### src/srr_pkg.sv
package srr_pkg;

  // ---------------------------------------------------------------------
  // Widths and reset values
  // ---------------------------------------------------------------------
  localparam int          REG_W          = 8;
  localparam logic [7:0]  STD_RESET      = 8'h80;
  localparam logic [7:0]  EVT_RESET      = 8'h00;
  localparam logic [7:0]  MASK_RESET     = 8'h00;

  // ---------------------------------------------------------------------
  // Status summary byte bit positions
  // ---------------------------------------------------------------------
  localparam int          SUM_CHB        = 1;
  localparam int          SUM_CHA        = 2;
  localparam int          SUM_FLT        = 3;
  localparam int          SUM_MSG        = 4;
  localparam int          SUM_STD        = 5;
  localparam int          SUM_RQS        = 6;

  // ---------------------------------------------------------------------
  // Standard event flag bit positions
  // ---------------------------------------------------------------------
  localparam int          STD_OPC        = 0;
  localparam int          STD_QUERY      = 2;
  localparam int          STD_EXEC       = 4;
  localparam int          STD_CMD        = 5;
  localparam int          STD_PON        = 7;

  // ---------------------------------------------------------------------
  // Channel event bit positions and error code range
  // ---------------------------------------------------------------------
  localparam int          CH_POSITIONED  = 5;
  localparam int          CH_RANGE       = 6;
  localparam logic [2:0]  CODE_FIRST     = 3'h1;
  localparam logic [2:0]  CODE_LAST      = 3'h5;

  // ---------------------------------------------------------------------
  // Carriers
  // ---------------------------------------------------------------------
  typedef enum logic [3:0] {
    CMD_RD_SUM,
    CMD_RD_STD,
    CMD_RD_FLT,
    CMD_RD_CHA,
    CMD_RD_CHB,
    CMD_WR_STD_EN,
    CMD_WR_FLT_EN,
    CMD_WR_CHA_EN,
    CMD_WR_CHB_EN,
    CMD_WR_SRQ_EN,
    CMD_RD_STD_EN,
    CMD_RD_FLT_EN,
    CMD_RD_CHA_EN,
    CMD_RD_CHB_EN,
    CMD_RD_SRQ_EN
  } srr_cmd_type;

  // Fault causes, one per system fault bit 0..7
  typedef struct packed {
    logic unknown_b;
    logic unknown_a;
    logic nvm_fail;
    logic hold_fail;
    logic config_change;
    logic restart_wait;
    logic over_temp;
    logic drive_fail;
  } srr_fault_type;

  typedef struct packed {
    logic       code_valid;
    logic [2:0] code;
    logic       positioned;
    logic       out_of_range;
  } srr_chan_type;

endpackage

### src/srr_top.sv
`timescale 1ns/1ns

//Function
//(RL1) Summary bit 1 set when any enabled channel B event bit is set
//(RL2) Summary bit 2 set when any enabled channel A event bit is set
//(RL3) Summary bit 3 set when any enabled system fault bit is set
//(RL4) Summary bit 4 set while unread response data waits in the queue
//(RL5) Summary bit 5 set when any enabled standard event bit is set
//(RL6) Summary bit 6 and service request raised when enabled summary bit set
//(RL7) Standard event bit 0 set when an operation-complete command finishes
//(RL8) Standard event bit 2 set when addressed to talk with empty queue
//(RL9) Standard event bit 4 set when a command cannot be executed
//(RL10) Standard event bit 5 set when a command has bad syntax
//(RL11) Standard event bit 7 set after power-on until register is read
//(RL12) Fault bit 0 on drive supply failure, bit 4 on holding supply failure
//(RL13) Fault bit 1 when halted by chassis over-temperature
//(RL14) Fault bit 2 when power-on reset disabled and waiting for command
//(RL15) Fault bit 3 when an instrument is connected or removed
//(RL16) Fault bit 5 when settings memory is inaccessible or corrupt
//(RL17) Fault bits 6 and 7 when channel A or B instrument unknown
//(RL18) Channel A error codes 1 to 5 map to bits 0 to 4
//(RL19) Channel A bit 5 set when positioning finishes
//(RL20) Channel bit 6 on out-of-range request, which also resets the channel
//(RL21) Channel B event register uses the same layout as channel A
//(RL22) Each event register clears when the host reads it
//(RL23) Host writes and reads back 8-bit enable masks
//(RL24) Event bits stay set until their register is read
module srr_top
  import srr_pkg::*;
(
  input  wire logic          clk_in,
  input  wire logic          rst_in,
  input  wire logic          ce_in,
  input  wire logic          cmd_valid_in,
  input  wire srr_cmd_type   cmd_in,
  input  wire logic [7:0]    cmd_data_in,
  input  wire logic          opc_done_in,
  input  wire logic          talk_req_in,
  input  wire logic          msg_avail_in,
  input  wire logic          exec_err_in,
  input  wire logic          syntax_err_in,
  input  wire srr_fault_type fault_in,
  input  wire srr_chan_type  chan_a_in,
  input  wire srr_chan_type  chan_b_in,
  output logic               rsp_valid_out,
  output logic [7:0]         rsp_data_out,
  output logic [7:0]         status_byte_out,
  output logic               srq_out,
  output logic               chan_a_reset_out,
  output logic               chan_b_reset_out
);

  // ---------------------------------------------------------------------
  // State
  // ---------------------------------------------------------------------
  typedef struct packed {
    logic [7:0] std_flags;
    logic [7:0] fault_events;
    logic [7:0] cha_events;
    logic [7:0] chb_events;
    logic [7:0] std_enable;
    logic [7:0] fault_enable;
    logic [7:0] cha_enable;
    logic [7:0] chb_enable;
    logic [7:0] srq_enable;
    logic [7:0] status_byte;
    logic       srq;
    logic       rsp_valid;
    logic [7:0] rsp_data;
    logic       cha_reset;
    logic       chb_reset;
  } srr_state_type;

  srr_state_type state_q;
  srr_state_type state_d;

  logic [7:0] std_ev;
  logic [7:0] fault_ev;
  logic [7:0] cha_ev;
  logic [7:0] chb_ev;
  logic       rd_std;
  logic       rd_flt;
  logic       rd_cha;
  logic       rd_chb;

  // ---------------------------------------------------------------------
  // Event decoding
  // ---------------------------------------------------------------------
  // Turns one channel's reports into its event bits
  function automatic logic [7:0] chan_events(input srr_chan_type ch);
    logic [7:0] ev;
    ev = 8'h00;
    if (ch.code_valid && ch.code >= CODE_FIRST && ch.code <= CODE_LAST) begin
      ev[ch.code - CODE_FIRST] = 1'b1;
    end
    ev[CH_POSITIONED] = ch.positioned;
    ev[CH_RANGE]      = ch.out_of_range;
    return ev;
  endfunction

  always_comb begin
    std_ev             = 8'h00;
    std_ev[STD_OPC]    = opc_done_in;                    // RL7
    std_ev[STD_QUERY]  = talk_req_in && !msg_avail_in;   // RL8
    std_ev[STD_EXEC]   = exec_err_in;                    // RL9
    std_ev[STD_CMD]    = syntax_err_in;                  // RL10
  end

  // One fault input per bit, in bit order
  assign fault_ev = fault_in;                 // RL12 RL13 RL14 RL15 RL16 RL17
  assign cha_ev   = chan_events(chan_a_in);   // RL18 RL19 RL20
  assign chb_ev   = chan_events(chan_b_in);   // RL21 RL20

  assign rd_std = cmd_valid_in && cmd_in == CMD_RD_STD;
  assign rd_flt = cmd_valid_in && cmd_in == CMD_RD_FLT;
  assign rd_cha = cmd_valid_in && cmd_in == CMD_RD_CHA;
  assign rd_chb = cmd_valid_in && cmd_in == CMD_RD_CHB;

  // ---------------------------------------------------------------------
  // Next state
  // ---------------------------------------------------------------------
  always_comb begin
    state_d = state_q;

    // A read clears, but an event in the same cycle still sets its bit
    state_d.std_flags    = (rd_std ? 8'h00 : state_q.std_flags)
                           | std_ev;                     // RL22 RL24
    state_d.fault_events = (rd_flt ? 8'h00 : state_q.fault_events)
                           | fault_ev;                   // RL22 RL24
    state_d.cha_events   = (rd_cha ? 8'h00 : state_q.cha_events)
                           | cha_ev;                     // RL22 RL24
    state_d.chb_events   = (rd_chb ? 8'h00 : state_q.chb_events)
                           | chb_ev;                     // RL22 RL24

    // Channel reset pulse follows an out-of-range request
    state_d.cha_reset = chan_a_in.out_of_range;          // RL20
    state_d.chb_reset = chan_b_in.out_of_range;          // RL20

    // Command port: reads answer with the value before any clear
    state_d.rsp_valid = cmd_valid_in;
    state_d.rsp_data  = state_q.rsp_data;
    if (cmd_valid_in) begin
      if (cmd_in == CMD_RD_SUM) begin
        state_d.rsp_data = state_q.status_byte;
      end else if (cmd_in == CMD_RD_STD) begin
        state_d.rsp_data = state_q.std_flags;
      end else if (cmd_in == CMD_RD_FLT) begin
        state_d.rsp_data = state_q.fault_events;
      end else if (cmd_in == CMD_RD_CHA) begin
        state_d.rsp_data = state_q.cha_events;
      end else if (cmd_in == CMD_RD_CHB) begin
        state_d.rsp_data = state_q.chb_events;
      end else if (cmd_in == CMD_WR_STD_EN) begin
        state_d.std_enable = cmd_data_in;
        state_d.rsp_data   = cmd_data_in;
      end else if (cmd_in == CMD_WR_FLT_EN) begin
        state_d.fault_enable = cmd_data_in;              // RL23
        state_d.rsp_data     = cmd_data_in;
      end else if (cmd_in == CMD_WR_CHA_EN) begin
        state_d.cha_enable = cmd_data_in;                // RL23
        state_d.rsp_data   = cmd_data_in;
      end else if (cmd_in == CMD_WR_CHB_EN) begin
        state_d.chb_enable = cmd_data_in;                // RL23
        state_d.rsp_data   = cmd_data_in;
      end else if (cmd_in == CMD_WR_SRQ_EN) begin
        state_d.srq_enable = cmd_data_in;
        state_d.rsp_data   = cmd_data_in;
      end else if (cmd_in == CMD_RD_STD_EN) begin
        state_d.rsp_data = state_q.std_enable;
      end else if (cmd_in == CMD_RD_FLT_EN) begin
        state_d.rsp_data = state_q.fault_enable;         // RL23
      end else if (cmd_in == CMD_RD_CHA_EN) begin
        state_d.rsp_data = state_q.cha_enable;           // RL23
      end else if (cmd_in == CMD_RD_CHB_EN) begin
        state_d.rsp_data = state_q.chb_enable;           // RL23
      end else begin
        state_d.rsp_data = state_q.srq_enable;
      end
    end

    // Summary byte follows the registers it summarises
    state_d.status_byte          = 8'h00;
    state_d.status_byte[SUM_CHB] =
      |(state_d.chb_events & state_d.chb_enable);        // RL1
    state_d.status_byte[SUM_CHA] =
      |(state_d.cha_events & state_d.cha_enable);        // RL2
    state_d.status_byte[SUM_FLT] =
      |(state_d.fault_events & state_d.fault_enable);    // RL3
    state_d.status_byte[SUM_MSG] = msg_avail_in;         // RL4
    state_d.status_byte[SUM_STD] =
      |(state_d.std_flags & state_d.std_enable);         // RL5
    state_d.srq = |(state_d.status_byte & state_d.srq_enable
                    & ~(8'h01 << SUM_RQS));              // RL6
    state_d.status_byte[SUM_RQS] = state_d.srq;          // RL6
  end

  // ---------------------------------------------------------------------
  // Registers
  // ---------------------------------------------------------------------
  always_ff @(posedge clk_in) begin
    if (rst_in) begin
      state_q              <= '0;
      state_q.std_flags    <= STD_RESET;                 // RL11
      state_q.fault_events <= EVT_RESET;
      state_q.cha_events   <= EVT_RESET;
      state_q.chb_events   <= EVT_RESET;
      state_q.std_enable   <= MASK_RESET;
      state_q.fault_enable <= MASK_RESET;
      state_q.cha_enable   <= MASK_RESET;
      state_q.chb_enable   <= MASK_RESET;
      state_q.srq_enable   <= MASK_RESET;
    end else if (ce_in) begin
      state_q <= state_d;
    end
  end

  assign rsp_valid_out    = state_q.rsp_valid;
  assign rsp_data_out     = state_q.rsp_data;
  assign status_byte_out  = state_q.status_byte;
  assign srq_out          = state_q.srq;
  assign chan_a_reset_out = state_q.cha_reset;
  assign chan_b_reset_out = state_q.chb_reset;
endmodule

### config.mk
export PLATFORM = sky130hd
export DESIGN_NAME = srr_top
export DESIGN_NICKNAME = d
export VERILOG_FILES = /design/src/srr_pkg.sv /design/src/srr_top.sv
export SDC_FILE = /design/constraint.sdc
export NUM_CORES = 1
export LEC_CHECK = 0
export ABC_AREA = 0
export ABC_CLOCK_PERIOD_IN_PS = 4300
export BUFFER_PORTS_ARGS = -buffer_cell sky130_fd_sc_hd__buf_4
export CORE_MARGIN = 3
export CORE_UTILIZATION = 25
export DETAILED_ROUTE_END_ITERATION = 8
export SLEW_MARGIN = 25
export SYNTH_ARGS = -nofsm -noshare
export SYNTH_HDL_FRONTEND = slang
export SYNTH_SLANG_ARGS = --single-unit
### constraint.sdc
create_clock -name clk_in -period 4.3 [get_ports clk_in]
set_clock_uncertainty 0.15 [all_clocks]
set_input_delay 0.86 -clock clk_in [delete_from_list [all_inputs] [get_ports clk_in]]
set_output_delay 0.86 -clock clk_in [all_outputs]
set_load 0.02 [all_outputs]
==> results.py, run 1 <==
metrics = {
    "global_routing": {
        "gr-usage-all-layers_pct": 15.4,
        "grt_pass1_vias": 4938,
        "grt_pass1_wl_mm": 28.9,
        "grt.overflow.total": 0,
        "grt_max_degree": 91,
        "antenna_found_initial": 0,
    },
    "timing": {
        "finalCriticalPeriod_ps": 3300,
        "hold_violations": 0,
        "rsz0062_at_grt": "no",
        "max_freq_mhz": 303,
        "fin_ws_ps": 996,
        "max-slew-margin-rel_pct": 35.4,
        "final.period_utilization_pct": 76.8,
        "setup_viol": 0,
        "finalMaxSlewViolations": 0,
        "worst_pin_slew_ps": 969,
        "finalSetupTns_ps": 0,
    },
    "detailed_routing": {
        "post-route-drc-count": 0,
        "detail_route.wirelength_mm": 19.0,
        "dr.pass1.iters": 5,
        "drt_iter0_drc": 650,
        "ant_nets": 0,
        "wl_per_cell_um": 19.2,
        "vias_per_cell": 5.50,
        "vias": 5456,
    },
    "cts": {
        "htree_levels": 3,
        "path_clk_slew_ps": 70,
        "insertion_delay_ps": 350,
        "cts-resized-gates": 0,
        "cts_sinks": 89,
        "cts_setup_buffers": 0,
        "cts_made_buffers": 9,
        "cts-root-buf": "clkbuf_16",
        "cts_hold_buf": 0,
        "cts_buffer_depth": 2,
        "cts_tree": "yes",
    },
    "synth": {
        "synth-edff-count": 0,
        "synth_seq_area_share_pct": 32.3,
        "syn_area_per_cell_um2": 7.79,
        "ys_ff_latch": 89,
        "ys_warn_count": 0,
        "syn_inst": 709,
        "async_flop_share_pct": 0,
        "syn-cell-area_mm2": 0.00552,
        "ys_types": 67,
        "ys.flop_type": "dfxtp_1",
    },
    "power_and_ir_drop": {
        "powerDensity_mw_per_mm2": 331,
        "power.net_switching_uw": 564,
        "seqPwrFrac_pct": 42.0,
        "p_comb_share_pct": 15.4,
        "p_clk_share_pct": 42.6,
        "swShare_pct": 27.0,
        "vdd_drop_max_v": 0.000142,
        "power.leakage_nw": 2.44,
        "p_int_mw": 1.53,
    },
    "final_layout": {
        "final_nets": 757,
        "fill_cells": 2302,
        "fin_util_pct": 29.6,
        "drive_gt1_share_pct": 14.2,
        "synthToLayoutAreaGrowth_pct": 14.5,
        "diodes": 0,
    },
    "setup_path": {
        "slowest_delay_ps": 560,
        "cp-end-kind": "flop",
        "arrival_ps": 3350,
        "critPathRequiredTime_ps": 4340,
        "critPathMaxFanout": 46,
        "crit_path_start_kind": "input port",
        "slowest_stage": "or4_1",
        "critPathKind": "in2reg",
        "crit_path_cell_trace": "buf_4 -> nand3b_2 -> nor2_4 -> mux2i_1 -> o22ai_1 -> or4_1 -> a222oi_1 -> a311oi_1",
    },
    "die": {
        "die-area_mm2": 0.0239,
        "start_util_pct": 25.9,
        "die_w_um": 155,
        "num_rows": 53,
        "die-height_um": 155,
        "core_area_mm2": 0.0214,
        "pin_count": 61,
    },
    "job": {
        "cap_violations": 0,
    },
    "placed_design": {
        "dp_hpwl_mm": 13.5,
        "numPortBuffers": 58,
        "place_ws_ps": 668,
        "gp_congestion": 0.883,
    },
    "min_path": {
        "hold_class": "reg2reg",
    },
    "run_status": {
        "status": "completed",
    },
}
-- per-stage QoR --
step / power, mW / hold WS, ps / std cells / instance area (µm²)
finish: 2.09 / 314 / 992 / 6320
global route: 2.17 / 351 / 992 / 6320
CTS: 2.10 / 318 / 992 / 6320
detailed placement: 1.21 / 308 / 976 / 5980
floorplan: 1.11 / 286 / 710 / 5530
global placement: 1.21 / 293 / 976 / 5980
-- critical path, delay by kind of cell --
family                 cells  cell delay [ps]
and+or+nand+nor            3             1230
AOI/OAI and AO/OA          3              590
buffers and inverters      1              410
muxes                      1              250
-- Yosys cell counts (3+ instances only) --
| master | number | area share, % |
|---|---|---|
| and3b_1 | 5 | 0.79 |
| inv_1 | 17 | 1.2 |
| o22ai_1 | 13 | 1.5 |
| nor3b_1 | 3 | 0.41 |
| nor3_1 | 17 | 1.5 |
| a22oi_1 | 26 | 3.5 |
| nor2_1 | 105 | 7.1 |
| mux2i_1 | 57 | 10 |
| nand2b_1 | 10 | 1.1 |
| and2_1 | 4 | 0.45 |
| nor2b_1 | 7 | 0.79 |
| a21oi_1 | 61 | 5.5 |
| or2_2 | 3 | 0.34 |
| nor2_2 | 3 | 0.34 |
| buf_1 | 6 | 0.41 |
| nand3_1 | 20 | 1.8 |
| nand4_1 | 9 | 1.0 |
| nand2_1 | 52 | 3.5 |
| a211oi_1 | 10 | 1.4 |
| o21ai_0 | 36 | 3.3 |
| a311oi_1 | 4 | 0.63 |
| o32ai_1 | 6 | 0.95 |
| clkbuf_1 | 33 | 2.2 |
| buf_2 | 14 | 1.3 |
| dfxtp_1 | 89 | 32 |
| mux2_2 | 10 | 2.0 |
| ha_1 | 4 | 0.91 |
| a31oi_1 | 4 | 0.45 |
| buf_4 | 18 | 2.4 |
| o221ai_1 | 4 | 0.63 |
| a32oi_1 | 8 | 1.3 |
| a32o_1 | 3 | 0.54 |
| or3_1 | 3 | 0.34 |
-- area by class of cell --
class | instances | area (µm²) | share of cell area (%)
Clock buffer | 12 | 267 | 4.21
Inverter | 18 | 67.6 | 1.07
Tap cell | 275 | 344 | 5.44
Clock inverter | 4 | 73.8 | 1.17
Timing Repair Buffer | 62 | 465 | 7.36
Multi-Input combinational cell | 532 | 3320 | 52.6
Sequential cell | 89 | 1780 | 28.2
-- metal layers --
metal | GRT usage, % | vias up | wire, µm
met2 | 22.5 | 271 | 8220
met1 | 22.2 | 2588 | 8510
li1 | - | 2569 | -
met4 | 4.54 | 0 | 383
met5 | 0 | - | 0
met3 | 3.95 | 28 | 1920
-- path summary, 6_finish.rpt --
kind	start	to	slack, ps	cells past startpoint
max reg2reg	state_q[77]	srq_out	2300	5
max	cmd_in[1]	srq_out	1000	8
min	chan_a_reset_out	chan_a_reset_out	310	2
min reg2reg	chan_a_reset_out	chan_a_reset_out	310	2
-- state kept, by name, indices dropped and copies added, names as in the netlist --
signal,count
state_q,72
rsp_data_out,8
status_byte_out,5
chan_a_reset_out,1
chan_b_reset_out,1
rsp_valid_out,1
srq_out,1
-- cell families after synthesis --
logic type | Yosys count | synth area share, %
mux | 68 | 12.8
flops | 89 | 32.3
compound gates | 200 | 23.8
xor+xnor | 1 | 0.159
fa+ha+maj | 4 | 0.906
other cells | 1 | 0.0679
buf+inv | 89 | 7.59
simple gates | 257 | 22.4
-- power by group through the flow --
stage / Combinational (mW) / Sequential (mW) / Clock (mW)
after global routing: 0.349 / 0.879 / 0.941
after CTS: 0.318 / 0.876 / 0.909
after floorplan: 0.221 / 0.884 / 0
after global placement: 0.315 / 0.895 / 0
after detailed placement: 0.317 / 0.894 / 0
final: 0.322 / 0.877 / 0.891
-- layout by cell type, fill, tap and decap left out, types with 3 or more instances in the layout --
cell type | synthesis | final
a31oi_1 | 4 | 4
a32oi_1 | 8 | 8
or2_2 | 3 | 3
o32ai_1 | 6 | 6
mux2_2 | 10 | 10
o221ai_1 | 4 | 4
o21ai_0 | 36 | 36
a21oi_1 | 61 | 61
a211oi_1 | 10 | 10
dfxtp_1 | 89 | 89
nor2b_1 | 7 | 7
inv_1 | 17 | 17
clkbuf_16 | 0 | 9
nand3_1 | 20 | 20
nor3b_1 | 3 | 3
nand2b_1 | 10 | 10
nand4_1 | 9 | 9
clkbuf_8 | 0 | 3
ha_1 | 4 | 4
nor3_1 | 17 | 17
nor2_2 | 3 | 3
a32o_1 | 3 | 3
a311oi_1 | 4 | 4
nand2_1 | 52 | 52
buf_4 | 18 | 62
and2_1 | 4 | 4
a22oi_1 | 26 | 26
mux2i_1 | 57 | 57
nor2_1 | 105 | 105
and3b_1 | 5 | 5
or3_1 | 3 | 3
o22ai_1 | 13 | 13
No activity file was read; power rests on OpenSTA's default activity.
==> run 2, diff against run 1 <==
--- a/config.mk
+++ b/config.mk
@@ -6,7 +6,7 @@
 export NUM_CORES = 1
 export LEC_CHECK = 0
 export ABC_AREA = 0
-export ABC_CLOCK_PERIOD_IN_PS = 4300
+export ABC_CLOCK_PERIOD_IN_PS = 2700
 export BUFFER_PORTS_ARGS = -buffer_cell sky130_fd_sc_hd__buf_4
 export CORE_MARGIN = 3
 export CORE_UTILIZATION = 25
==> constraint.sdc (replaced) <==
create_clock -name clk_in -period 2.7 [get_ports clk_in]
set_clock_uncertainty 0.15 [all_clocks]
set_input_delay 0.54 -clock clk_in [delete_from_list [all_inputs] [get_ports clk_in]]
set_output_delay 0.54 -clock clk_in [all_outputs]
set_load 0.02 [all_outputs]
==> results.py, run 2 (same netlist as run 1, synthesis figures left out) <==
metrics = {
    "die": {
        "pin_count": 61,
        "die-area_mm2": 0.0239,
        "core_area_mm2": 0.0214,
        "die_w_um": 155,
        "start_util_pct": 25.9,
        "num_rows": 53,
        "die-height_um": 155,
    },
    "timing": {
        "fin_ws_ps": 174,
        "max-slew-margin-rel_pct": 65.1,
        "rsz0062_at_grt": "no",
        "finalMaxSlewViolations": 0,
        "worst_pin_slew_ps": 523,
        "final.period_utilization_pct": 93.6,
        "setup_viol": 0,
        "finalCriticalPeriod_ps": 2530,
        "hold_ws_ps": 313,
        "max_freq_mhz": 396,
        "hold_violations": 0,
    },
    "setup_path": {
        "crit_path_start_kind": "input port",
        "r2r-start": "state_q[77]",
        "reg2reg_slack_ps": 690,
        "critPathMaxFanout": 7,
        "critPathKind": "in2reg",
        "critPathRequiredTime_ps": 2760,
        "cp-end-kind": "flop",
        "arrival_ps": 2590,
        "reg2reg_depth": 5,
        "worstReg2RegEnd": "srq_out",
    },
    "detailed_routing": {
        "post-route-drc-count": 0,
        "drt_iter0_drc": 511,
        "dr.pass1.iters": 5,
        "wl_per_cell_um": 19.2,
        "detail_route.wirelength_mm": 20.4,
        "ant_nets": 0,
        "vias_per_cell": 5.31,
        "vias": 5634,
    },
    "final_layout": {
        "drive_gt1_share_pct": 21.7,
        "fill_cells": 2377,
        "synthToLayoutAreaGrowth_pct": 24.1,
        "largest_reg_flops": 72,
        "layout_commonest_cell": "buf_4",
        "final_nets": 828,
        "multi_input_area_mm2": 0.00332,
        "layout_common_cells": "buf_4 (130), nor2_1 (105), dfxtp_1 (89)",
        "seq_area_mm2": 0.00178,
        "regMostFlops": "state_q",
        "diodes": 0,
    },
    "power_and_ir_drop": {
        "powerDensity_mw_per_mm2": 479,
        "vdd_drop_max_v": 0.000231,
        "power.leakage_nw": 2.78,
    },
    "cts": {
        "insertion_delay_ps": 350,
        "cts_buffer_depth": 2,
        "path_clk_slew_ps": 60,
        "cts_tree": "yes",
        "cts_setup_buffers": 0,
        "cts-resized-gates": 0,
        "cts-root-buf": "clkbuf_16",
        "cts_hold_buf": 0,
        "cts_made_buffers": 9,
        "cts_sinks": 89,
        "htree_levels": 3,
    },
    "min_path": {
        "hold_depth": 3,
        "hold_class": "in2reg",
        "worstHoldStart": "fault_in[6]",
        "holdPathEnd": "state_q[82]",
    },
    "job": {
        "cap_violations": 0,
    },
    "placed_design": {
        "dp_hpwl_mm": 15.5,
        "numPortBuffers": 58,
        "place_ws_ps": -168,
        "gp_congestion": 0.942,
    },
    "global_routing": {
        "grt_pass1_wl_mm": 31.1,
        "grt.overflow.total": 0,
        "grt_pass1_vias": 5434,
        "antenna_found_initial": 0,
        "gr-usage-all-layers_pct": 16.6,
        "grt_max_degree": 51,
    },
    "run_status": {
        "status": "completed",
    },
}
run 2: per-layer routing:
| layer | global-route usage (%) | vias up | wire length [µm] |
|---|---|---|---|
| met5 | 1.66 | - | 47 |
| met4 | 4.25 | 2 | 348 |
| met3 | 6.13 | 29 | 1920 |
| met2 | 24.5 | 217 | 8740 |
| met1 | 22.9 | 2682 | 9370 |
| li1 | - | 2704 | - |
run 2: final cells by class:
| type | count | area share (%) |
|---|---|---|
| clock buffers | 12 | 3.74 |
| clock inverters | 3 | 0.584 |
| inverters | 18 | 0.986 |
| multi-input cells | 532 | 48.5 |
| flip-flops and latches | 89 | 26.0 |
| well taps | 275 | 5.02 |
| repair buffers | 133 | 15.1 |
run 2: critical path, cell delays in order:
cell,delay [ps]
buf_4,120
nand3b_2,230
nor2_4,250
buf_4,180
mux2i_1,190
o22ai_1,90
or4_1,500
a222oi_1,360
a311oi_1,140
run 2: how the worst max path moves through the flow:
stage	depth (start not counted)	slack, ps	from	to
2_1_floorplan	9	0.4	cmd_in[3]	srq_out
3_3_place_gp	10	-150	cmd_in[0]	srq_out
3_5_place_dp	9	-170	cmd_in[3]	srq_out
4_1_cts	9	200	cmd_in[3]	srq_out
5_1_grt	9	40	cmd_in[3]	srq_out
6_report	9	170	cmd_in[3]	srq_out
run 2: report_power, final:
group / switching, mW / leakage (nW) / internal [mW]
clock: 0.521 / 0.148 / 0.760
combinational: 0.351 / 1.91 / 0.253
sequential: 0.0411 / 0.725 / 1.35
run 2: stage by stage:
| step | power (mW) | setup TNS [ps] | util (%) | std cells | instance area, µm² |
|---|---|---|---|---|---|
| floorplan | 1.76 | 0 | - | 710 | 5530 |
| global placement | 2.02 | -262 | 30.7 | 1047 | 6550 |
| detailed placement | 2.02 | -204 | 30.7 | 1047 | 6550 |
| CTS | 3.31 | 0 | 32.1 | 1062 | 6850 |
| global route | 3.42 | 0 | 32.1 | 1062 | 6850 |
| finish | 3.28 | 0 | 32.1 | 1062 | 6850 |
